===== src/pkg/afd_pkg.sv =====
// Purpose: Shared constants and types for the adaptive dither pipeline
// Assumes: pclk at 10 MHz, APB register access, 32-bit data
// Notes:   Cell bits are red, green, blue from msb to lsb
// Notes on behaviour
// - Each 8-bit colour becomes 6 bits
// - Two output lsbs stay zero while enabled
// - Two dither stages, each enabled separately
// - First stage feeds the white balance table
// - Second stage reduces the table's output
// - Widen each colour to 9 bits first
// - Pick one of four algorithms per pixel
// - Special handling for black, white, saturated subpixels
// - Cell bit set adds one, clear passes
// - Three 9-bit lsbs select the pattern
// - Pattern 001 spans 4x4x8, four per 32
// - Temporal and spatial dithering combined
// - Detected pixel patterns select spatial method
package afd_pkg;
    localparam logic [11:0] AFD_CTRL_OFS   = 12'h000;
    localparam logic [11:0] AFD_STAT_OFS   = 12'h004;
    localparam int          AFD_PRE_EN     = 0;
    localparam int          AFD_POST_EN    = 1;
    localparam int          AFD_WB_EN      = 2;
    localparam int          AFD_DE_ONLY    = 3;
    localparam int          AFD_FS_POL     = 4;
    localparam int          AFD_LS_POL     = 5;
    localparam int          AFD_AV_POL     = 6;
    localparam logic [6:0]  AFD_CTRL_RST   = 7'h00;
    localparam logic [1:0]  AFD_BUF_DEPTH  = 2'h2;
    localparam logic [2:0]  AFD_LSB_TABLED = 3'h1;
    localparam logic [1:0]  AFD_CELL_R     = 2'h2;
    localparam logic [1:0]  AFD_CELL_G     = 2'h1;
    localparam logic [1:0]  AFD_CELL_B     = 2'h0;

    typedef struct packed {
        logic       fs;
        logic       ls;
        logic       av;
        logic [7:0] r;
        logic [7:0] g;
        logic [7:0] b;
    } afd_pix_s;

    typedef struct packed {
        logic en;
        logic de_only;
        logic fs_pol;
        logic ls_pol;
        logic av_pol;
    } afd_cfg_s;

    typedef enum {ALG_DEFAULT, ALG_BLACK, ALG_WHITE, ALG_SUBPIX} afd_alg_e;

    typedef logic [7:0][2:0] afd_row_t;

    // Row index is {frame, line}; element index is pixel
    localparam afd_row_t AFD_PAT001 [16] = '{
        24'h08_0002, 24'h00_5005, 24'h00_2080, 24'h14_0140,
        24'h00_0000, 24'h03_8038, 24'h00_0000, 24'he0_0e00,
        24'h00_2080, 24'h14_0140, 24'h08_0002, 24'h00_5005,
        24'h00_0000, 24'he0_0e00, 24'h00_0000, 24'h03_8038
    };
endpackage


===== src/verilog/afd_dither.sv =====
// Purpose: One adaptive dither stage, one cycle of latency
// Assumes: ce stalls the stage; timing travels with the pixel
// Notes:   Disabled stage still registers, so latency never changes
`timescale 1ns/10ps
module afd_dither (
    input  wire logic              pclk,
    input  wire logic              presetn,
    input  wire logic              ce,
    input  wire logic              vld_in,
    input  wire afd_pkg::afd_cfg_s cfg,
    input  wire afd_pkg::afd_pix_s pix_in,
    output logic                   vld_out,
    output afd_pkg::afd_pix_s      pix_out,
    output logic [1:0]             frame_idx
);
    logic              fs_a, ls_a, av_a;
    logic              fs_d, ls_d, av_d;
    logic              step, f_start, l_start;
    logic [1:0]        frame_cur, line_idx, line_cur;
    logic [2:0]        pix_idx, pix_cur;
    logic [15:0]       gap_cnt, run_cnt, run_len;
    logic              inc_r, inc_g, inc_b;
    afd_pkg::afd_alg_e alg;

    function automatic logic full(input logic [7:0] c);
        full = (c == 8'h00) || (c == 8'hff);
    endfunction

    function automatic logic inc_bit(input logic [1:0] f,
                                     input logic [1:0] l,
                                     input logic [2:0] p,
                                     input logic [7:0] c,
                                     input logic [1:0] pos);
        logic [2:0] k;
        logic [2:0] t;
        k = {c[1:0], c[7]};
        t = {p[0], l[0] ^ p[0], f[0] ^ l[0]};
        if (k == afd_pkg::AFD_LSB_TABLED) begin
            inc_bit = afd_pkg::AFD_PAT001[{f, l}][p][pos];
        end else begin
            inc_bit = (k > t);
        end
    endfunction

    function automatic logic [7:0] dith(input logic [7:0] c,
                                        input logic       inc);
        logic [5:0] top;
        top = c[7:2];
        if (inc && top != 6'h3f) begin
            top = top + 6'h01;
        end
        dith = {top, 2'h0};
    endfunction

    assign fs_a = pix_in.fs ~^ cfg.fs_pol;
    assign ls_a = pix_in.ls ~^ cfg.ls_pol;
    assign av_a = pix_in.av ~^ cfg.av_pol;
    assign step = ce & vld_in;
    assign l_start = cfg.de_only ? (av_a & ~av_d) : (ls_a & ~ls_d);
    assign f_start = cfg.de_only ? (av_a & ~av_d & ((gap_cnt >> 1) > run_len))
                                 : (fs_a & ~fs_d);
    assign frame_cur = f_start ? frame_idx + 2'h1 : frame_idx;
    assign line_cur  = f_start ? 2'h0 : (l_start ? line_idx + 2'h1 : line_idx);
    assign pix_cur   = l_start ? 3'h0 : pix_idx;

    always_ff @(posedge pclk or negedge presetn) begin
        if (!presetn) begin
            fs_d <= 1'b0;
            ls_d <= 1'b0;
            av_d <= 1'b0;
            gap_cnt <= 16'h0000;
            run_cnt <= 16'h0000;
            run_len <= 16'h0000;
        end else if (step) begin
            fs_d <= fs_a;
            ls_d <= ls_a;
            av_d <= av_a;
            gap_cnt <= av_a ? 16'h0000 : gap_cnt + {15'h0000, ~&gap_cnt};
            run_cnt <= av_a ? run_cnt + {15'h0000, ~&run_cnt} : 16'h0000;
            if (!av_a && av_d) begin
                run_len <= run_cnt;
            end
        end
    end

    always_ff @(posedge pclk or negedge presetn) begin
        if (!presetn) begin
            frame_idx <= 2'h0;
            line_idx <= 2'h0;
            pix_idx <= 3'h0;
        end else if (step) begin
            frame_idx <= frame_cur;
            line_idx <= line_cur;
            pix_idx <= av_a ? pix_cur + 3'h1 : pix_cur;
        end
    end

    always_comb begin
        if (pix_in.r == 8'h00 && pix_in.g == 8'h00 && pix_in.b == 8'h00) begin
            alg = afd_pkg::ALG_BLACK;
        end else if (&{pix_in.r, pix_in.g, pix_in.b}) begin
            alg = afd_pkg::ALG_WHITE;
        end else if (full(pix_in.r) || full(pix_in.g) || full(pix_in.b)) begin
            alg = afd_pkg::ALG_SUBPIX;
        end else begin
            alg = afd_pkg::ALG_DEFAULT;
        end
    end

    always_comb begin
        inc_r = inc_bit(frame_cur, line_cur, pix_cur, pix_in.r,
                        afd_pkg::AFD_CELL_R);
        inc_g = inc_bit(frame_cur, line_cur, pix_cur, pix_in.g,
                        afd_pkg::AFD_CELL_G);
        inc_b = inc_bit(frame_cur, line_cur, pix_cur, pix_in.b,
                        afd_pkg::AFD_CELL_B);
        unique case (alg)
            afd_pkg::ALG_BLACK, afd_pkg::ALG_WHITE: begin
                inc_r = 1'b0;
                inc_g = 1'b0;
                inc_b = 1'b0;
            end
            afd_pkg::ALG_SUBPIX: begin
                inc_r = inc_r & ~full(pix_in.r);
                inc_g = inc_g & ~full(pix_in.g);
                inc_b = inc_b & ~full(pix_in.b);
            end
            afd_pkg::ALG_DEFAULT: begin
            end
        endcase
    end

    always_ff @(posedge pclk or negedge presetn) begin
        if (!presetn) begin
            vld_out <= 1'b0;
            pix_out <= '0;
        end else if (ce) begin
            vld_out <= vld_in;
            pix_out.fs <= pix_in.fs;
            pix_out.ls <= pix_in.ls;
            pix_out.av <= pix_in.av;
            if (cfg.en) begin
                pix_out.r <= dith(pix_in.r, inc_r);
                pix_out.g <= dith(pix_in.g, inc_g);
                pix_out.b <= dith(pix_in.b, inc_b);
            end else begin
                pix_out.r <= pix_in.r;
                pix_out.g <= pix_in.g;
                pix_out.b <= pix_in.b;
            end
        end
    end
endmodule


===== src/verilog/afd_top.sv =====
// Purpose: Two dither stages around a white balance table, APB control
// Assumes: Table answers in the same cycle it is addressed
// Notes:   Two-entry input buffer absorbs stalls from the panel side
//
// The APB register port and the register offsets are this design's own decisions.
`timescale 1ns/10ps
module afd_top (
    input  wire logic              pclk,
    input  wire logic              presetn,
    input  wire logic              psel,
    input  wire logic              penable,
    input  wire logic              pwrite,
    input  wire logic [11:0]       paddr,
    input  wire logic [31:0]       pwdata,
    output logic [31:0]            prdata,
    output logic                   pready,
    output logic                   pslverr,
    input  wire logic              in_valid,
    input  wire afd_pkg::afd_pix_s in_pix,
    output logic                   in_ready,
    output afd_pkg::afd_pix_s      table_pix,
    input  wire logic [23:0]       table_rdata,
    output logic                   out_valid,
    output afd_pkg::afd_pix_s      out_pix,
    input  wire logic              out_ready
);
    logic [6:0]          ctrl_reg;
    logic                access;
    logic                ce;
    logic                push;
    logic                pop;
    logic [1:0]          buf_cnt;
    logic [1:0]          buf_cnt_next;
    logic                wr_ptr;
    logic                rd_ptr;
    afd_pkg::afd_pix_s   buf_mem [2];
    logic                buf_valid;
    afd_pkg::afd_pix_s   buf_head;
    afd_pkg::afd_cfg_s   pre_cfg;
    afd_pkg::afd_cfg_s   post_cfg;
    logic                pre_vld;
    afd_pkg::afd_pix_s   post_in;
    logic [1:0]          pre_frame;
    logic [1:0]          post_frame;
    logic [31:0]         stat_val;

    function automatic logic hit(input logic [11:0] a,
                                 input logic [11:0] ofs);
        hit = (a == ofs);
    endfunction

    // APB access phase, first cycle only; pready follows one cycle later
    assign access = psel & penable & ~pready;

    always_ff @(posedge pclk or negedge presetn) begin
        if (!presetn) begin
            pready <= 1'b0;
        end else begin
            pready <= access;
        end
    end

    always_ff @(posedge pclk or negedge presetn) begin
        if (!presetn) begin
            pslverr <= 1'b0;
        end else begin
            pslverr <= access &
                       ~hit(paddr, afd_pkg::AFD_CTRL_OFS) &
                       ~hit(paddr, afd_pkg::AFD_STAT_OFS);
        end
    end

    assign stat_val = {24'h00_0000, buf_cnt, pre_frame, post_frame,
                       out_valid, in_ready};

    always_ff @(posedge pclk or negedge presetn) begin
        if (!presetn) begin
            prdata <= 32'h0000_0000;
        end else if (access && !pwrite) begin
            if (hit(paddr, afd_pkg::AFD_CTRL_OFS)) begin
                prdata <= {25'h000_0000, ctrl_reg};
            end else if (hit(paddr, afd_pkg::AFD_STAT_OFS)) begin
                prdata <= stat_val;
            end else begin
                prdata <= 32'h0000_0000;
            end
        end
    end

    // Write lands at the edge where pready is sampled high
    always_ff @(posedge pclk or negedge presetn) begin
        if (!presetn) begin
            ctrl_reg <= afd_pkg::AFD_CTRL_RST;
        end else if (psel && penable && pready && pwrite &&
                     hit(paddr, afd_pkg::AFD_CTRL_OFS)) begin
            ctrl_reg <= pwdata[6:0];
        end
    end

    // Both stages share the host timing description
    always_comb begin
        pre_cfg.en      = ctrl_reg[afd_pkg::AFD_PRE_EN];
        pre_cfg.de_only = ctrl_reg[afd_pkg::AFD_DE_ONLY];
        pre_cfg.fs_pol  = ctrl_reg[afd_pkg::AFD_FS_POL];
        pre_cfg.ls_pol  = ctrl_reg[afd_pkg::AFD_LS_POL];
        pre_cfg.av_pol  = ctrl_reg[afd_pkg::AFD_AV_POL];
        post_cfg        = pre_cfg;
        post_cfg.en     = ctrl_reg[afd_pkg::AFD_POST_EN];
    end

    // Pipeline moves whenever the output slot is free or being taken
    assign ce = ~out_valid | out_ready;

    assign buf_valid = (buf_cnt != 2'h0);
    assign buf_head  = buf_mem[rd_ptr];
    assign push      = in_valid & in_ready;
    assign pop       = ce & buf_valid;

    always_comb begin
        buf_cnt_next = buf_cnt;
        if (push && !pop) begin
            buf_cnt_next = buf_cnt + 2'h1;
        end else if (pop && !push) begin
            buf_cnt_next = buf_cnt - 2'h1;
        end
    end

    always_ff @(posedge pclk or negedge presetn) begin
        if (!presetn) begin
            buf_cnt <= 2'h0;
            in_ready <= 1'b1;
        end else begin
            buf_cnt <= buf_cnt_next;
            in_ready <= (buf_cnt_next != afd_pkg::AFD_BUF_DEPTH);
        end
    end

    always_ff @(posedge pclk or negedge presetn) begin
        if (!presetn) begin
            wr_ptr <= 1'b0;
            rd_ptr <= 1'b0;
        end else begin
            if (push) begin
                wr_ptr <= ~wr_ptr;
            end
            if (pop) begin
                rd_ptr <= ~rd_ptr;
            end
        end
    end

    always_ff @(posedge pclk or negedge presetn) begin
        if (!presetn) begin
            buf_mem[0] <= '0;
            buf_mem[1] <= '0;
        end else if (push) begin
            buf_mem[wr_ptr] <= in_pix;
        end
    end

    // First stage sits ahead of the table
    afd_dither u_pre_table_dither (
        .pclk      (pclk),
        .presetn   (presetn),
        .ce        (ce),
        .vld_in    (buf_valid),
        .cfg       (pre_cfg),
        .pix_in    (buf_head),
        .vld_out   (pre_vld),
        .pix_out   (table_pix),
        .frame_idx (pre_frame)
    );

    // Table output replaces colour, timing stays with the pixel
    always_comb begin
        post_in = table_pix;
        if (ctrl_reg[afd_pkg::AFD_WB_EN]) begin
            post_in.r = table_rdata[23:16];
            post_in.g = table_rdata[15:8];
            post_in.b = table_rdata[7:0];
        end
    end

    afd_dither u_post_table_dither (
        .pclk      (pclk),
        .presetn   (presetn),
        .ce        (ce),
        .vld_in    (pre_vld),
        .cfg       (post_cfg),
        .pix_in    (post_in),
        .vld_out   (out_valid),
        .pix_out   (out_pix),
        .frame_idx (post_frame)
    );
endmodule

===== config.mk =====
export PLATFORM = sky130hd
export DESIGN_NAME = afd_top
export DESIGN_NICKNAME = d
export VERILOG_FILES = /design/src/pkg/afd_pkg.sv /design/src/verilog/afd_dither.sv /design/src/verilog/afd_top.sv
export SDC_FILE = /design/constraint.sdc
export NUM_CORES = 1
export LEC_CHECK = 0
export ABC_AREA = 1
export BUFFER_PORTS_ARGS = -buffer_cell sky130_fd_sc_hd__buf_4
export CORE_MARGIN = 3
export CORE_UTILIZATION = 43
export DETAILED_ROUTE_END_ITERATION = 16
export SLEW_MARGIN = 20
export SYNTH_ARGS = -nofsm -noshare
export SYNTH_HDL_FRONTEND = slang
export SYNTH_SLANG_ARGS = --single-unit

===== constraint.sdc =====
create_clock -name pclk -period 9.6 [get_ports pclk]
set_clock_uncertainty 0.15 [all_clocks]
set_input_delay 0.48 -clock pclk [delete_from_list [all_inputs] [get_ports pclk]]
set_output_delay 0.48 -clock pclk [all_outputs]
set_load 0.05 [all_outputs]

==> metrics <==
result of the run finished, final reports clean; Synth Flop Type sky130_fd_sc_hd__dfrtp_1; met2 usage in global routing 33.1%; standby leakage power 0.00841 uW; residual antenna-violating net count after detailed routing 0; worst-path maximum fanout 34; Setup Crit Path Kind flop to flop; TritonCTS clock tree built; Cell Pwr Density 313 nW/um^2; Placer Congestion 0.860; end point of the most critical hold path ctrl_reg[2]; count of warnings emitted by yosys 0; syn_area_per_cell 7.54 sq um; Max VDD drop 192 uV; HPWL reported at the end of detailed placement 27.1 mm; leading registers by flop count buf_mem (54), u_post_table_dither.pix_out (27), u_pre_table_dither.pix_out (27); aggregate routed wire length 37.2 mm; final layout net count 2,207; endpoint of the most critical register-to-register path u_post_table_dither.pix_out[11]; layout overhead on the synthesized area 15.8%; core occupancy in the finished layout 50.9%; number of port buffers 142; Async SR Flop Fraction 100%; Overflow after GRT 0; Worst Hold Slack 46.8 ps; die footprint 35,900 sq um; largest net degree at the start of global routing 124; Overall Power 5240 uW; crit share post-route 43.6%; number of max-slew violations in the final report 0; count of endpoints failing setup in the final report 0; Post-synth top cells sky130_fd_sc_hd__nand2_1, sky130_fd_sc_hd__inv_1, sky130_fd_sc_hd__dfrtp_1, sky130_fd_sc_hd__o21ai_0, sky130_fd_sc_hd__nor2_1; number of buffers inserted to repair setup after CTS 0; cell count of the worst reg-to-reg path 15; overall die height 189 microns; synthesized netlist cell count 1,918; level count of the clock H-tree 1; Clk Latency, worst-skew pair 550 ps; most instantiated library cell after synthesis sky130_fd_sc_hd__nand2_1; initial cell density of the core 44.0%; peak per-stage delay on the critical path 990 ps; post-synth cell types 59; total CTS buffers 29; delay-heaviest family, CP simple AND/OR/NAND/NOR gates; crit path capture type flop; Setup crit start kind flop; minimum clock period after layout 4180 ps; Min-Delay Path Depth 3; Std-Cell Rows 66; crit-path cells inv_1 > or2_2 > o21ai_0 > inv_1 > ha_1 > inv_1 > nor2_1 > nand2_1 > nor2_1 > a32oi_1 > a21boi_1 > nand3_1 > nand2_1 > nand3_1 > nand2_1; DR pass1 iterations 5; unrepaired setup endpoints after global routing false; hold_sp pwdata[2]; met1 routing resource usage after global routing 29.4%; Top reg by flops buf_mem; Core Area 32,900 sq um; leading cell types by total area after synthesis sky130_fd_sc_hd__dfrtp_1, sky130_fd_sc_hd__nand2_1, sky130_fd_sc_hd__inv_1; all-layer global routing usage 20.4%; via count of the first global-routing pass 11,893; largest area contributor in the netlist sky130_fd_sc_hd__dfrtp_1; Initial DRC Count 720; max FFs per register 54; width of the die 189 microns; worst-case register-to-register setup slack 5420 ps; Crit path arrival time 4510 ps; GRT met3 Usage 2.31%; antenna cells 0; Hold Fails Final Rpt 0; count of state elements after synthesis 248; DRC violation count after routing 0; count of maximum capacitance violations 0; number of antenna violations at the first check in global routing 0; Relative slew margins 34.2%; first-pass GRT wire length 60.7 mm; cell with the biggest individual delay on the critical path sky130_fd_sc_hd__dfrtp_1; netlist area before placement 14,500 sq um; CP bufs+invs 3; Worst Tran Pin Value 986 ps; layout cells sized above 1 13.5%; routed len/inst 14.9 microns; CTS Root Buffer Type sky130_fd_sc_hd__clkbuf_16; number of vias per cell after detailed routing 5.01; sequential-to-total area share from yosys stat 42.9%; clock transition at the register clock pins on the worst setup and hold paths after CTS 60 ps; I/O pin count 192; grt peak-use layer met2; number of flops mapped to enable cells by yosys 0; maximum buffer depth of the clock tree 3; required time at the worst-slack endpoint 9930 ps; f_max 239 MHz; total via count after detailed routing 12,541; startpoint of the worst-slack reg-to-reg timing path ctrl_reg[2]; portion of synthesized cell area occupied by the leading cell type 42.8%; CTS sink count 248; setup TNS 0 ps; worst min-delay path category primary input to flop
[power breakdown]
part	switching (uW)	internal, uW	total [uW]	leakage, uW
logic	1790	796	2590	0.00475
clock network	433	647	1080	0.000467
registers	213	1360	1570	0.00320
total	2440	2800	5240	0.00841
[worst max path at each step]
stage                              startpoint                         endpoint  slack [ps]  cells past startpoint
6_report                          ctrl_reg[2]  u_post_table_dither.pix_out[11]        5420                     15
5_1_grt                           ctrl_reg[2]  u_post_table_dither.pix_out[11]        4940                     15
4_1_cts                           ctrl_reg[2]  u_post_table_dither.pix_out[11]        5450                     15
3_5_place_dp                      ctrl_reg[2]  u_post_table_dither.pix_out[11]        5470                     15
3_3_place_gp                      ctrl_reg[2]  u_post_table_dither.pix_out[11]        5540                     15
2_1_floorplan  u_pre_table_dither.gap_cnt[12]   u_pre_table_dither.pix_out[15]        6580                     22
[per-stage QoR]
stage                     cells  area [sq um]  setup slack (ps)
after detailed placement   2449         15800              5470
after global placement     2449         15800              5540
after floorplan            1941         14500              6580
after global routing       2502         16700              4940
final                      2502         16700              5420
after CTS                  2502         16700              5450
[per-layer routing]
layer | part of all wire, % | wire length [microns]
met1 | 48 | 18000
met2 | 46 | 17000
met3 | 3.5 | 1310
met4 | 2.3 | 862
met5 | 0 | 0
[layout make-up]
class / instances / area [sq um]
inverters: 281 / 1060
clock buffers: 43 / 868
multi-input cells: 1327 / 6820
flip-flops and latches: 248 / 6210
clock inverters: 8 / 75.1
well taps: 442 / 553
repair buffers: 153 / 1160
fillers: 3237 / 16100
[cells by family after synthesis]
logic type      Yosys count  share of synthesized area [%]
compound gates          308                           11.5
xor+xnor                 22                           1.33
fa+ha+maj                65                           5.63
buf+inv                 366                           10.5
flops                   248                           42.9
mux                       4                          0.286
other cells               1                         0.0259
simple gates            904                           27.7
[layout by cell type (no fill, tap or decap), types with 20 or more instances in the layout]
cell type	synthesis	final
sky130_fd_sc_hd__nand4_1	45	45
sky130_fd_sc_hd__nand3_1	127	127
sky130_fd_sc_hd__nor3_1	31	31
sky130_fd_sc_hd__dfrtp_1	247	247
sky130_fd_sc_hd__xor2_1	20	20
sky130_fd_sc_hd__clkbuf_16	0	29
sky130_fd_sc_hd__nor2_1	141	140
sky130_fd_sc_hd__or2_2	26	26
sky130_fd_sc_hd__o21ai_0	198	198
sky130_fd_sc_hd__nand2_1	468	468
sky130_fd_sc_hd__buf_4	28	150
sky130_fd_sc_hd__a21oi_1	64	64
sky130_fd_sc_hd__inv_1	266	266
sky130_fd_sc_hd__conb_1	1	24
sky130_fd_sc_hd__ha_1	65	65
[worst min-delay path, stage by stage]
cell and delay (ps):
sky130_fd_sc_hd__buf_4 80, sky130_fd_sc_hd__nor2_1 30, sky130_fd_sc_hd__a21oi_1 100
[repair_timing]
item,in CTS,in global routing
hold buffers,2,0
endpoints found under the hold margin,122,0
resized for setup,0,0
No activity file was read; power rests on OpenSTA's default activity.
